**config.mk**
```make
export PLATFORM = sky130hd
export DESIGN_NAME = dmp_param_regs
export DESIGN_NICKNAME = d
export VERILOG_FILES = /design/src/dmp_pkg.sv /design/src/dmp_param_pack.sv /design/src/dmp_addr_decode.sv /design/src/dmp_param_regs.sv
export SDC_FILE = /design/constraint.sdc
export NUM_CORES = 1
export LEC_CHECK = 0
export ABC_AREA = 1
export CAP_MARGIN = 20
export CORE_ASPECT_RATIO = 1.4
export CORE_MARGIN = 5
export CORE_UTILIZATION = 40
export CTS_BUF_LIST = sky130_fd_sc_hd__clkbuf_8
export CTS_CLUSTER_SIZE = 20
export DETAILED_ROUTE_END_ITERATION = 8
export DONT_BUFFER_PORTS = 1
export GPL_TIMING_DRIVEN = 0
export SYNTH_ARGS = -nofsm -noshare
export SYNTH_HDL_FRONTEND = slang
export SYNTH_HIERARCHICAL = 1
export SYNTH_SLANG_ARGS = --single-unit
```
**constraint.sdc**
```tcl
create_clock -name clk_in -period 3 [get_ports clk_in]
set_input_delay 0.6 -clock clk_in [delete_from_list [all_inputs] [get_ports clk_in]]
set_output_delay 0.6 -clock clk_in [all_outputs]
set_load 0.02 [all_outputs]
```
**src/dmp_pkg.sv**
```systemverilog
/*
 * Shared constants for the DMA channel parameter readback block: register
 * offsets, field positions, field default codes, bus answer codes and the
 * handshake state encoding.
 * Assumes a 32-bit Avalon-MM slave port with byte addresses.
 */
package dmp_pkg;

  // Byte addresses of the two 32-bit halves of the 64-bit register
  localparam logic [11:0] DMP_PARAMS_TWO_LO_OFS = 12'h3E8;
  localparam logic [11:0] DMP_PARAMS_TWO_HI_OFS = 12'h3EC;

  // Field positions within the 64-bit word
  localparam int DMP_CHAN2_KIND_LSB = 40;
  localparam int DMP_CHAN1_KIND_LSB = 36;
  localparam int DMP_CHAN0_KIND_LSB = 32;
  localparam int DMP_DEPTH_LSB = 28;
  localparam int DMP_BURST_LSB = 16;
  localparam int DMP_FLOW_LSB = 14;
  localparam int DMP_FIXED_LIST_BIT = 13;
  localparam int DMP_WRITEBACK_BIT = 12;
  localparam int DMP_MULTIBLOCK_BIT = 11;
  localparam int DMP_LOCK_BIT = 10;
  localparam int DMP_GATHER_BIT = 9;
  localparam int DMP_SCATTER_BIT = 8;
  localparam int DMP_SRC_WIDTH_LSB = 3;
  localparam int DMP_DST_WIDTH_LSB = 0;

  typedef enum logic [3:0] {
    not_fixed = 4'h0,
    contiguous_then_reload = 4'h1,
    reload_then_contiguous = 4'h2,
    reload_both = 4'h3,
    contiguous_then_list = 4'h4,
    reload_then_list = 4'h5,
    list_then_contiguous = 4'h6,
    list_then_reload = 4'h7,
    list_both = 4'h8
  } dmp_multiblock_kind_type;

  typedef enum logic [1:0] {
    flow_dma = 2'h0,
    flow_source = 2'h1,
    flow_dest = 2'h2,
    flow_any = 2'h3
  } dmp_flow_owner_type;

  // Configured field codes
  localparam logic [3:0] DMP_CHAN2_KIND_RESET = 4'h0;
  localparam logic [3:0] DMP_CHAN1_KIND_RESET = 4'h0;
  localparam logic [3:0] DMP_CHAN0_KIND_RESET = 4'h0;
  localparam logic [2:0] DMP_DEPTH_RESET = 3'h1;
  localparam logic [2:0] DMP_BURST_RESET = 3'h1;
  localparam logic [1:0] DMP_FLOW_RESET = 2'h0;
  localparam logic DMP_FIXED_LIST_RESET = 1'h0;
  localparam logic DMP_WRITEBACK_RESET = 1'h0;
  localparam logic DMP_MULTIBLOCK_RESET = 1'h0;
  localparam logic DMP_LOCK_RESET = 1'h0;
  localparam logic DMP_GATHER_RESET = 1'h0;
  localparam logic DMP_SCATTER_RESET = 1'h0;
  localparam logic [2:0] DMP_SRC_WIDTH_RESET = 3'h0;
  localparam logic [2:0] DMP_DST_WIDTH_RESET = 3'h0;

  // Reserved bits 63:44, 31, 27:19 and 7:6
  localparam logic [63:0] DMP_RESERVED_MASK = 64'hFFFF_F000_8FF8_00C0;

  // Avalon-MM response codes
  localparam logic [1:0] DMP_RESP_OKAY = 2'h0;
  localparam logic [1:0] DMP_RESP_DECODE_ERR = 2'h3;

  typedef enum logic [1:0] {
    DMP_IDLE = 2'h1,
    DMP_ACK = 2'h2
  } dmp_state_type;

  function automatic logic [63:0] dmp_field(input logic [7:0] value,
                                            input int lsb);
    dmp_field = 64'(value) << lsb;
  endfunction : dmp_field

endpackage : dmp_pkg

```
**src/dmp_param_pack.sv**
```systemverilog
/*
 * Assembles the 64-bit channel parameter word from the configured codes.
 * Assumes nothing of its surroundings; the word is a pure constant.
 */
`timescale 1ns/1ps
module dmp_param_pack import dmp_pkg::*; (
  output logic [63:0] param_word_out // Assembled parameter word
);

  logic [63:0] raw_word;

  always_comb begin
    // RULE2 multiblock kinds
    raw_word = dmp_field(8'(DMP_CHAN2_KIND_RESET), DMP_CHAN2_KIND_LSB)
      | dmp_field(8'(DMP_CHAN1_KIND_RESET), DMP_CHAN1_KIND_LSB)
      | dmp_field(8'(DMP_CHAN0_KIND_RESET), DMP_CHAN0_KIND_LSB)
      // RULE3 buffer depth
      | dmp_field(8'(DMP_DEPTH_RESET), DMP_DEPTH_LSB)
      // RULE4 burst multiple
      | dmp_field(8'(DMP_BURST_RESET), DMP_BURST_LSB)
      // RULE5 flow owner
      | dmp_field(8'(DMP_FLOW_RESET), DMP_FLOW_LSB)
      // RULE6 fixed list pointer
      | dmp_field(8'(DMP_FIXED_LIST_RESET), DMP_FIXED_LIST_BIT)
      // RULE7 control writeback
      | dmp_field(8'(DMP_WRITEBACK_RESET), DMP_WRITEBACK_BIT)
      // RULE8 multiblock support
      | dmp_field(8'(DMP_MULTIBLOCK_RESET), DMP_MULTIBLOCK_BIT)
      // RULE9 lock support
      | dmp_field(8'(DMP_LOCK_RESET), DMP_LOCK_BIT)
      // RULE10 source gather
      | dmp_field(8'(DMP_GATHER_RESET), DMP_GATHER_BIT)
      // RULE11 destination scatter
      | dmp_field(8'(DMP_SCATTER_RESET), DMP_SCATTER_BIT)
      // RULE12 source width
      | dmp_field(8'(DMP_SRC_WIDTH_RESET), DMP_SRC_WIDTH_LSB)
      // RULE13 destination width
      | dmp_field(8'(DMP_DST_WIDTH_RESET), DMP_DST_WIDTH_LSB);
    // RULE14 reserved read zero
    param_word_out = raw_word & ~DMP_RESERVED_MASK;
  end

endmodule : dmp_param_pack

```
**src/dmp_addr_decode.sv**
```systemverilog
/*
 * Address decode for the parameter register halves.
 * Assumes word-aligned byte addresses; anything else is unmapped.
 */
`timescale 1ns/1ps
module dmp_addr_decode import dmp_pkg::*; (
  input wire logic [11:0] address_in, // Avalon byte address
  output logic hit_lo_out, // Low word selected
  output logic hit_hi_out, // High word selected
  output logic mapped_out // Any register selected
);

  always_comb begin
    // RULE1 register offset
    hit_lo_out = (address_in == DMP_PARAMS_TWO_LO_OFS);
    hit_hi_out = (address_in == DMP_PARAMS_TWO_HI_OFS);
    mapped_out = hit_lo_out | hit_hi_out;
  end

endmodule : dmp_addr_decode

```
**src/dmp_param_regs.sv**
```systemverilog
/*
 * Avalon-MM slave returning the read-only 64-bit channel parameter
 * register of the DMA controller as two 32-bit words.
 * Assumes a master that holds each request until waitrequest is low,
 * byte addressing, and one clock with an asynchronous active-low reset.
 */
// Contract
// RULE1 - Read-only 64-bit parameter register sits at offset 0x3E8.
// RULE2 - 4-bit multiblock kind per channel at 43:40, 39:36, 35:32, default 0.
// RULE3 - Channel 0 buffer depth code in 30:28, default code 1.
// RULE4 - Channel 0 max burst multiple code in 18:16, default code 1.
// RULE5 - Channel 0 flow owner code in 15:14, default DMA (0).
// RULE6 - Bit 13 tells fixed list pointer, default 0.
// RULE7 - Bit 12 tells control writeback support, default 0.
// RULE8 - Bit 11 tells multiblock support, default 0.
// RULE9 - Bit 10 tells lock support, default 0.
// RULE10 - Bit 9 tells source gather support, default 0.
// RULE11 - Bit 8 tells destination scatter support, default 0.
// RULE12 - Fixed source width code in 5:3, default 0.
// RULE13 - Fixed destination width code in 2:0, default 0.
// RULE14 - Reserved bits read zero; writes are ignored.
// RULE15 - Reads return field defaults always, even right after reset.
`timescale 1ns/1ps
module dmp_param_regs import dmp_pkg::*; (
  input wire logic clk_in, // 100 MHz clock
  input wire logic rst_b_in, // Async reset, active low
  input wire logic [11:0] avs_address_in, // Byte address
  input wire logic avs_read_in, // Read request
  input wire logic avs_write_in, // Write request
  input wire logic [31:0] avs_writedata_in, // Write data, discarded
  output logic [31:0] avs_readdata_out, // Read data, registered
  output logic [1:0] avs_response_out, // Answer code, registered
  output logic avs_waitrequest_out // Low only in answer cycle
);

  dmp_state_type state;
  dmp_state_type next_state;
  logic [31:0] next_readdata;
  logic [1:0] next_response;
  logic [63:0] param_word;
  logic hit_lo;
  logic hit_hi;
  logic mapped;
  logic request;

  dmp_param_pack u_pack (
    .param_word_out(param_word)
  );

  dmp_addr_decode u_decode (
    .address_in(avs_address_in),
    .hit_lo_out(hit_lo),
    .hit_hi_out(hit_hi),
    .mapped_out(mapped)
  );

  assign request = avs_read_in | avs_write_in;
  // Held high outside the answer cycle, so no request slips past decode
  assign avs_waitrequest_out = (state != DMP_ACK);

  always_comb begin
    next_state = state;
    next_readdata = avs_readdata_out;
    next_response = avs_response_out;
    case (state)
      DMP_IDLE: begin
        if (request) begin
          next_state = DMP_ACK;
          next_response = mapped ? DMP_RESP_OKAY : DMP_RESP_DECODE_ERR;
          if (avs_read_in) begin
            // RULE15 constant defaults
            if (hit_lo) begin
              next_readdata = param_word[31:0];
            end else if (hit_hi) begin
              next_readdata = param_word[63:32];
            end else begin
              next_readdata = 32'h0000_0000;
            end
          end
          // RULE14 writes discarded
        end
      end
      DMP_ACK: begin
        // Master still holds its request; it is not taken twice
        next_state = DMP_IDLE;
      end
      // Illegal code: fall back to idle
      default: begin
        next_state = DMP_IDLE;
      end
    endcase
  end

  always_ff @(posedge clk_in or negedge rst_b_in) begin
    if (!rst_b_in) begin
      state <= DMP_IDLE;
      avs_readdata_out <= 32'h0000_0000;
      avs_response_out <= DMP_RESP_OKAY;
    end else begin
      state <= next_state;
      avs_readdata_out <= next_readdata;
      avs_response_out <= next_response;
    end
  end

  // Helper terms for the checks below
  logic ack_rd_lo;
  logic ack_rd_hi;
  logic ack_rd_bad;
  assign ack_rd_lo = (state == DMP_ACK) && avs_read_in && hit_lo;
  assign ack_rd_hi = (state == DMP_ACK) && avs_read_in && hit_hi;
  assign ack_rd_bad = (state == DMP_ACK) && avs_read_in && !mapped;
endmodule : dmp_param_regs

```
==> results.toml, run 1 <==
[sta]
setup_viol_count_final = 0
final.min_clock_period_ns = 1.66
slew_viol_final = 0
finalHoldViolCount = 0
worst_pin_slew_ns = 0.525
finClkSkew_ns = 0.00363
fmax_mhz = 604
period_share_pct = 55.2
rsz0062_at_grt = "no"
relSlewSlack_pct = 64.8
setup_tns_ns = 0

[floorplan]
die_w_um = 79.2
start_util_pct = 40.8
die_y_um = 107
fp.coreArea_um2 = 6570
die-area_um2 = 8470
io_pins = 83
rows = 35

[power]
peakVddDrop_mv = 0.258
swShare_pct = 33.0
p_clk_share_pct = 27.8
combPwrFrac_pct = 28.2
switchingPower_mw = 0.394
power_mw = 1.19
p_seq_share_pct = 44.0
p_leak_nw = 1.83
intPower_mw = 0.801
powerDensity_nw_per_um2 = 384

[finish]
final_common_cell = "nand2_1"
num-fill-cells = 668
drive_gt1_share_pct = 35.7
final_cell_mix = "nand2_1 (150), buf_4 (65), conb_1 (64)"
postLayoutCoreUtil_pct = 47.3
finalNonFillerCells = 488
antenna_cells = 0
layout.nets = 461
synthToLayoutAreaGrowth_pct = 15.9

[clock_network]
cts_max_path_buffers = 2
root_buffer = "clkbuf_8"
numCtsBuffers = 5
insertion_delay_ns = 0.29
clk_pin_slew_ns = 0.08
htree_levels = 2
cts_tree = "yes"
numClockSinks = 35

[detailed_routing]
num_vias = 1884
route.detailed.drc = 0
wl_per_cell_um = 9.84
ant_nets = 0
drt-initial-drc-count = 38
viasPerCell = 3.86
routed_wl_mm = 4.80
firstDrtPassIters = 4

[yosys]
synth-seq-cells = 35
postSynthCellCount = 343
yosysTopAreaCellShare_pct = 31.7
synth.largest_area_cell = "dfrtp_1"
yosysSeqAreaShare_pct = 32.7
synth.avg_cell_area_um2 = 7.82
synth.yosys.warnings = 6
synthTopCellsByArea = "dfrtp_1 (32%), nand2_1 (21%), buf_4 (18%), nand3_2 (11%), nand2_2 (5.1%)"
netlist_area_um2 = 2680
synth_cell_type_count = 20

[grt]
grt_usage_pct = 12.5
antenna_found_initial = 0
grt_util_met3_pct = 3.61
grt_pass1_wl_mm = 8.33
grt-ovfl-total = 0
grt.busiest_layer = "met2"
grt_use_met2_pct = 21.3
grt_pass1_vias = 1794
grt_max_degree = 35
use_met1_pct = 14.7

[run_status]
outcome = "completed"

[placement]
placed_cells = 479
dp_hpwl_mm = 3.45
gp_congestion = 0.700
port_buffers = 0

[critical_path]
critPathRequiredTime_ns = 2.40
cp.arrival_ns = 1.06
crit_type = "flop to primary output"
rr_worst_depth = 6
startpoint_type = "flop"
endpoint_kind = "primary output"
path_max_fanout = 2

[run]
maxCapViolCount = 0

[worst_hold_path]
min_path_type = "input port to async pin"
[power groups by stage]
stage | Sequential, mW | Clock (mW) | Combinational (mW)
final | 0.526 | 0.332 | 0.337
after detailed placement | 0.536 | 0 | 0.331
after floorplan | 0.532 | 0 | 0.284
after CTS | 0.526 | 0.353 | 0.345
after global routing | 0.530 | 0.370 | 0.381
after global placement | 0.535 | 0 | 0.331
[timing repair]
item                                   4_1_cts  5_1_grt
setup endpoints to repair                    0        0
buffers inserted                             0        0
hold buffers                                 1        0
resized for setup                            0        0
endpoints found under the hold margin       34        0
[cell families after synthesis]
| kind of cell | count (synthesis) | share of synthesized area, % |
|---|---|---|
| buffers and inverters | 90 | 26.1 |
| other | 2 | 0.280 |
| flip-flops | 35 | 32.7 |
| AND/OR/NAND/NOR | 216 | 41.0 |
[synth_stat cells]
cell type    n
nor2_2       1
dfstp_2      1
buf_2        3
inv_6        1
buf_6       10
nand2_1    150
nand3_2     30
nand3b_1     2
nor2_1       5
nor2_4       1
nand2_2     22
conb_1       2
nand3_1      3
inv_2        2
nor2_8       1
buf_8        3
buf_4       65
dfrtp_1     34
inv_1        6
nand2_4      1
[state kept, by name, summed over array words and instances (netlist names)]
name,flops
state,2
avs_readdata_out,32
avs_response_out,1
[worst max-delay path, stage by stage, from the launching register on]
cell and delay (ns):
dfstp_2 0.55, inv_2 0.05, nand2_1 0.17
[final timing paths]
| kind | from | to | slack (ns) |
|---|---|---|---|
| worst min-delay path | rst_b_in | avs_readdata_out[8] | 0.14 |
| worst max-delay path | state[0] | avs_waitrequest_out | 1.34 |
| worst min register to register | state[1] | state[0] | 0.60 |
| min in group clk_in | avs_write_in | state[0] | 0.49 |
| worst max register to register | state[0] | avs_readdata_out[3] | 1.83 |
| max in group asynchronous | rst_b_in | avs_readdata_out[6] | 2.68 |
[routing by layer]
layer | vias up | share of wire, %
met4 | 0 | 1.7
met1 | 793 | 42
li1 | 1056 | -
met5 | - | 0
met2 | 28 | 52
met3 | 7 | 4.6
[metrics by stage]
| step | hold slack (ns) | setup slack, ns | area (µm²) |
|---|---|---|---|
| floorplan | 0.304 | 1.50 | 2920 |
| global placement | 0.305 | 1.36 | 3010 |
| detailed placement | 0.305 | 1.35 | 3010 |
| CTS | 0.132 | 1.32 | 3110 |
| global route | 0.126 | 1.28 | 3110 |
| finish | 0.136 | 1.34 | 3110 |
[cell type report]
cell class / count / area [µm²] / area share [%]
Tap cell: 74 / 92.6 / 2.98
Timing Repair Buffer: 1 / 20.0 / 0.644
Clock inverter: 3 / 12.5 / 0.402
Buffer: 81 / 661 / 21.2
Clock buffer: 5 / 68.8 / 2.21
Sequential cell: 35 / 877 / 28.2
Multi-Input combinational cell: 280 / 1340 / 43.1
Inverter: 9 / 38.8 / 1.25
Note: power is estimated with default switching activity, not from simulation.
==> run 2, diff against run 1 <==
clock period = 1.5 ns   (was 3 ns; I/O delays follow)
==> run 2 against run 1 <==
Die area unchanged. Largest cell class unchanged. Largest power group unchanged. Sequential cell count unchanged. Sequential share of layout area down 0.091 points. Critical path type unchanged.
==> results.toml, run 2 (same netlist as run 1, synthesis figures left out) <==
[critical_path]
cp-startpoint = "state[0]"
endpoint_kind = "primary output"
crit_type = "flop to primary output"
rr_worst_depth = 6
path_max_fanout = 2
reg2reg_to = "avs_readdata_out[11]"
crit_end = "avs_waitrequest_out"
r2r-start = "state[0]"
cp.arrival_ns = 1.06
critPathRequiredTime_ns = 1.20
startpoint_type = "flop"
rrSetupSlack_ns = 0.33

[grt]
grt_pass1_wl_mm = 8.23
grt-ovfl-total = 0
grt_usage_pct = 12.3
antenna_found_initial = 0
grt_pass1_vias = 1797
grt_max_degree = 36

[floorplan]
die_y_um = 107
die-area_um2 = 8470
io_pins = 83
die_w_um = 79.2
rows = 35
fp.coreArea_um2 = 6570
start_util_pct = 40.8

[clock_network]
ctsHoldBuffers = 2
post_cts_buffers = 0
cts_resized = 0
clk_pin_slew_ns = 0.07
numCtsBuffers = 5
insertion_delay_ns = 0.29
numClockSinks = 35
htree_levels = 2
cts_max_path_buffers = 2
root_buffer = "clkbuf_8"
cts_tree = "yes"

[power]
peakVddDrop_mv = 0.515
p_leak_nw = 1.84
powerDensity_nw_per_um2 = 768

[finish]
top_register = "avs_readdata_out"
layout.nets = 462
final_cell_mix = "nand2_1 (150), buf_4 (65), conb_1 (64)"
postLayoutCoreUtil_pct = 47.5
synthToLayoutAreaGrowth_pct = 16.3
drive_gt1_share_pct = 35.7
antenna_cells = 0
reg_top3 = "avs_readdata_out: 32 flops, state: 2 flops, avs_response_out: 1 flops"
largest_reg_flops = 32
final_common_cell = "nand2_1"

[detailed_routing]
drt-initial-drc-count = 37
ant_nets = 0
wl_per_cell_um = 9.78
routed_wl_mm = 4.78
num_vias = 1886
route.detailed.drc = 0
viasPerCell = 3.86
firstDrtPassIters = 4

[run_status]
outcome = "completed"

[placement]
port_buffers = 0
gp_congestion = 0.700
dp_hpwl_mm = 3.45

[sta]
period_share_pct = 90.4
finalHoldViolCount = 0
final.min_clock_period_ns = 1.36
finClkSkew_ns = 0.00476
slew_viol_final = 0
worst_pin_slew_ns = 0.526
rsz0062_at_grt = "no"
fmax_mhz = 738
relSlewSlack_pct = 64.8
setup_tns_ns = 0
setup_viol_count_final = 0

[run]
maxCapViolCount = 0

[worst_hold_path]
min_path_type = "input port to flop"
-- run 2: changes by cell type in the layout (fill, tap and decap cells not counted), sizes merged --
cell / previous run / this run
dlygate4sd3: 0 / 1
-- run 2: worst min-delay path by stage --
stage / startpoint / slack (ns) / end / cells after the start
2_1_floorplan: rst_b_in / 0.004 / avs_readdata_out[0] / 0
3_3_place_gp: rst_b_in / 0.005 / avs_readdata_out[9] / 0
3_5_place_dp: rst_b_in / 0.005 / avs_readdata_out[9] / 0
4_1_cts: avs_write_in / 0.18 / state[0] / 3
5_1_grt: avs_read_in / 0.20 / avs_readdata_out[18] / 3
6_report: avs_write_in / 0.19 / state[0] / 3
-- run 2: power breakdown --
part | total, mW | internal [mW] | switching [mW]
Clock | 0.665 | 0.313 | 0.352
Combinational | 0.679 | 0.297 | 0.382
Sequential | 1.05 | 0.994 | 0.0573
-- run 2: critical path: stages (launching register included) --
cell     delay, ns
dfstp_2       0.55
inv_2         0.05
nand2_1       0.17
-- run 2: final cells by class --
type	count	area, µm²
fillers	667	3450
multi-input cells	280	1340
flip-flops and latches	35	877
plain buffers	81	661
well taps	74	92.6
clock buffers	5	68.8
inverters	9	38.8
repair buffers	2	30.0
clock inverters	3	12.5
-- run 2: layer usage --
metal	track usage, %	vias up	share of wire, %
met5	0	-	0
met4	4.79	0	1.7
met3	3.61	7	4.6
met2	21.0	28	52
met1	14.4	795	42
li1	-	1056	-
-- run 2: through the flow --
step	cells	worst slack, ns	hold slack (ns)	instance area [µm²]	total power, mW
detailed placement	479	0.145	0.00519	3010	1.73
finish	489	0.145	0.189	3120	2.40
CTS	489	0.120	0.177	3120	2.45
global route	489	0.0780	0.200	3120	2.56
global placement	479	0.157	0.00537	3010	1.73
floorplan	405	0.296	0.00441	2920	1.63
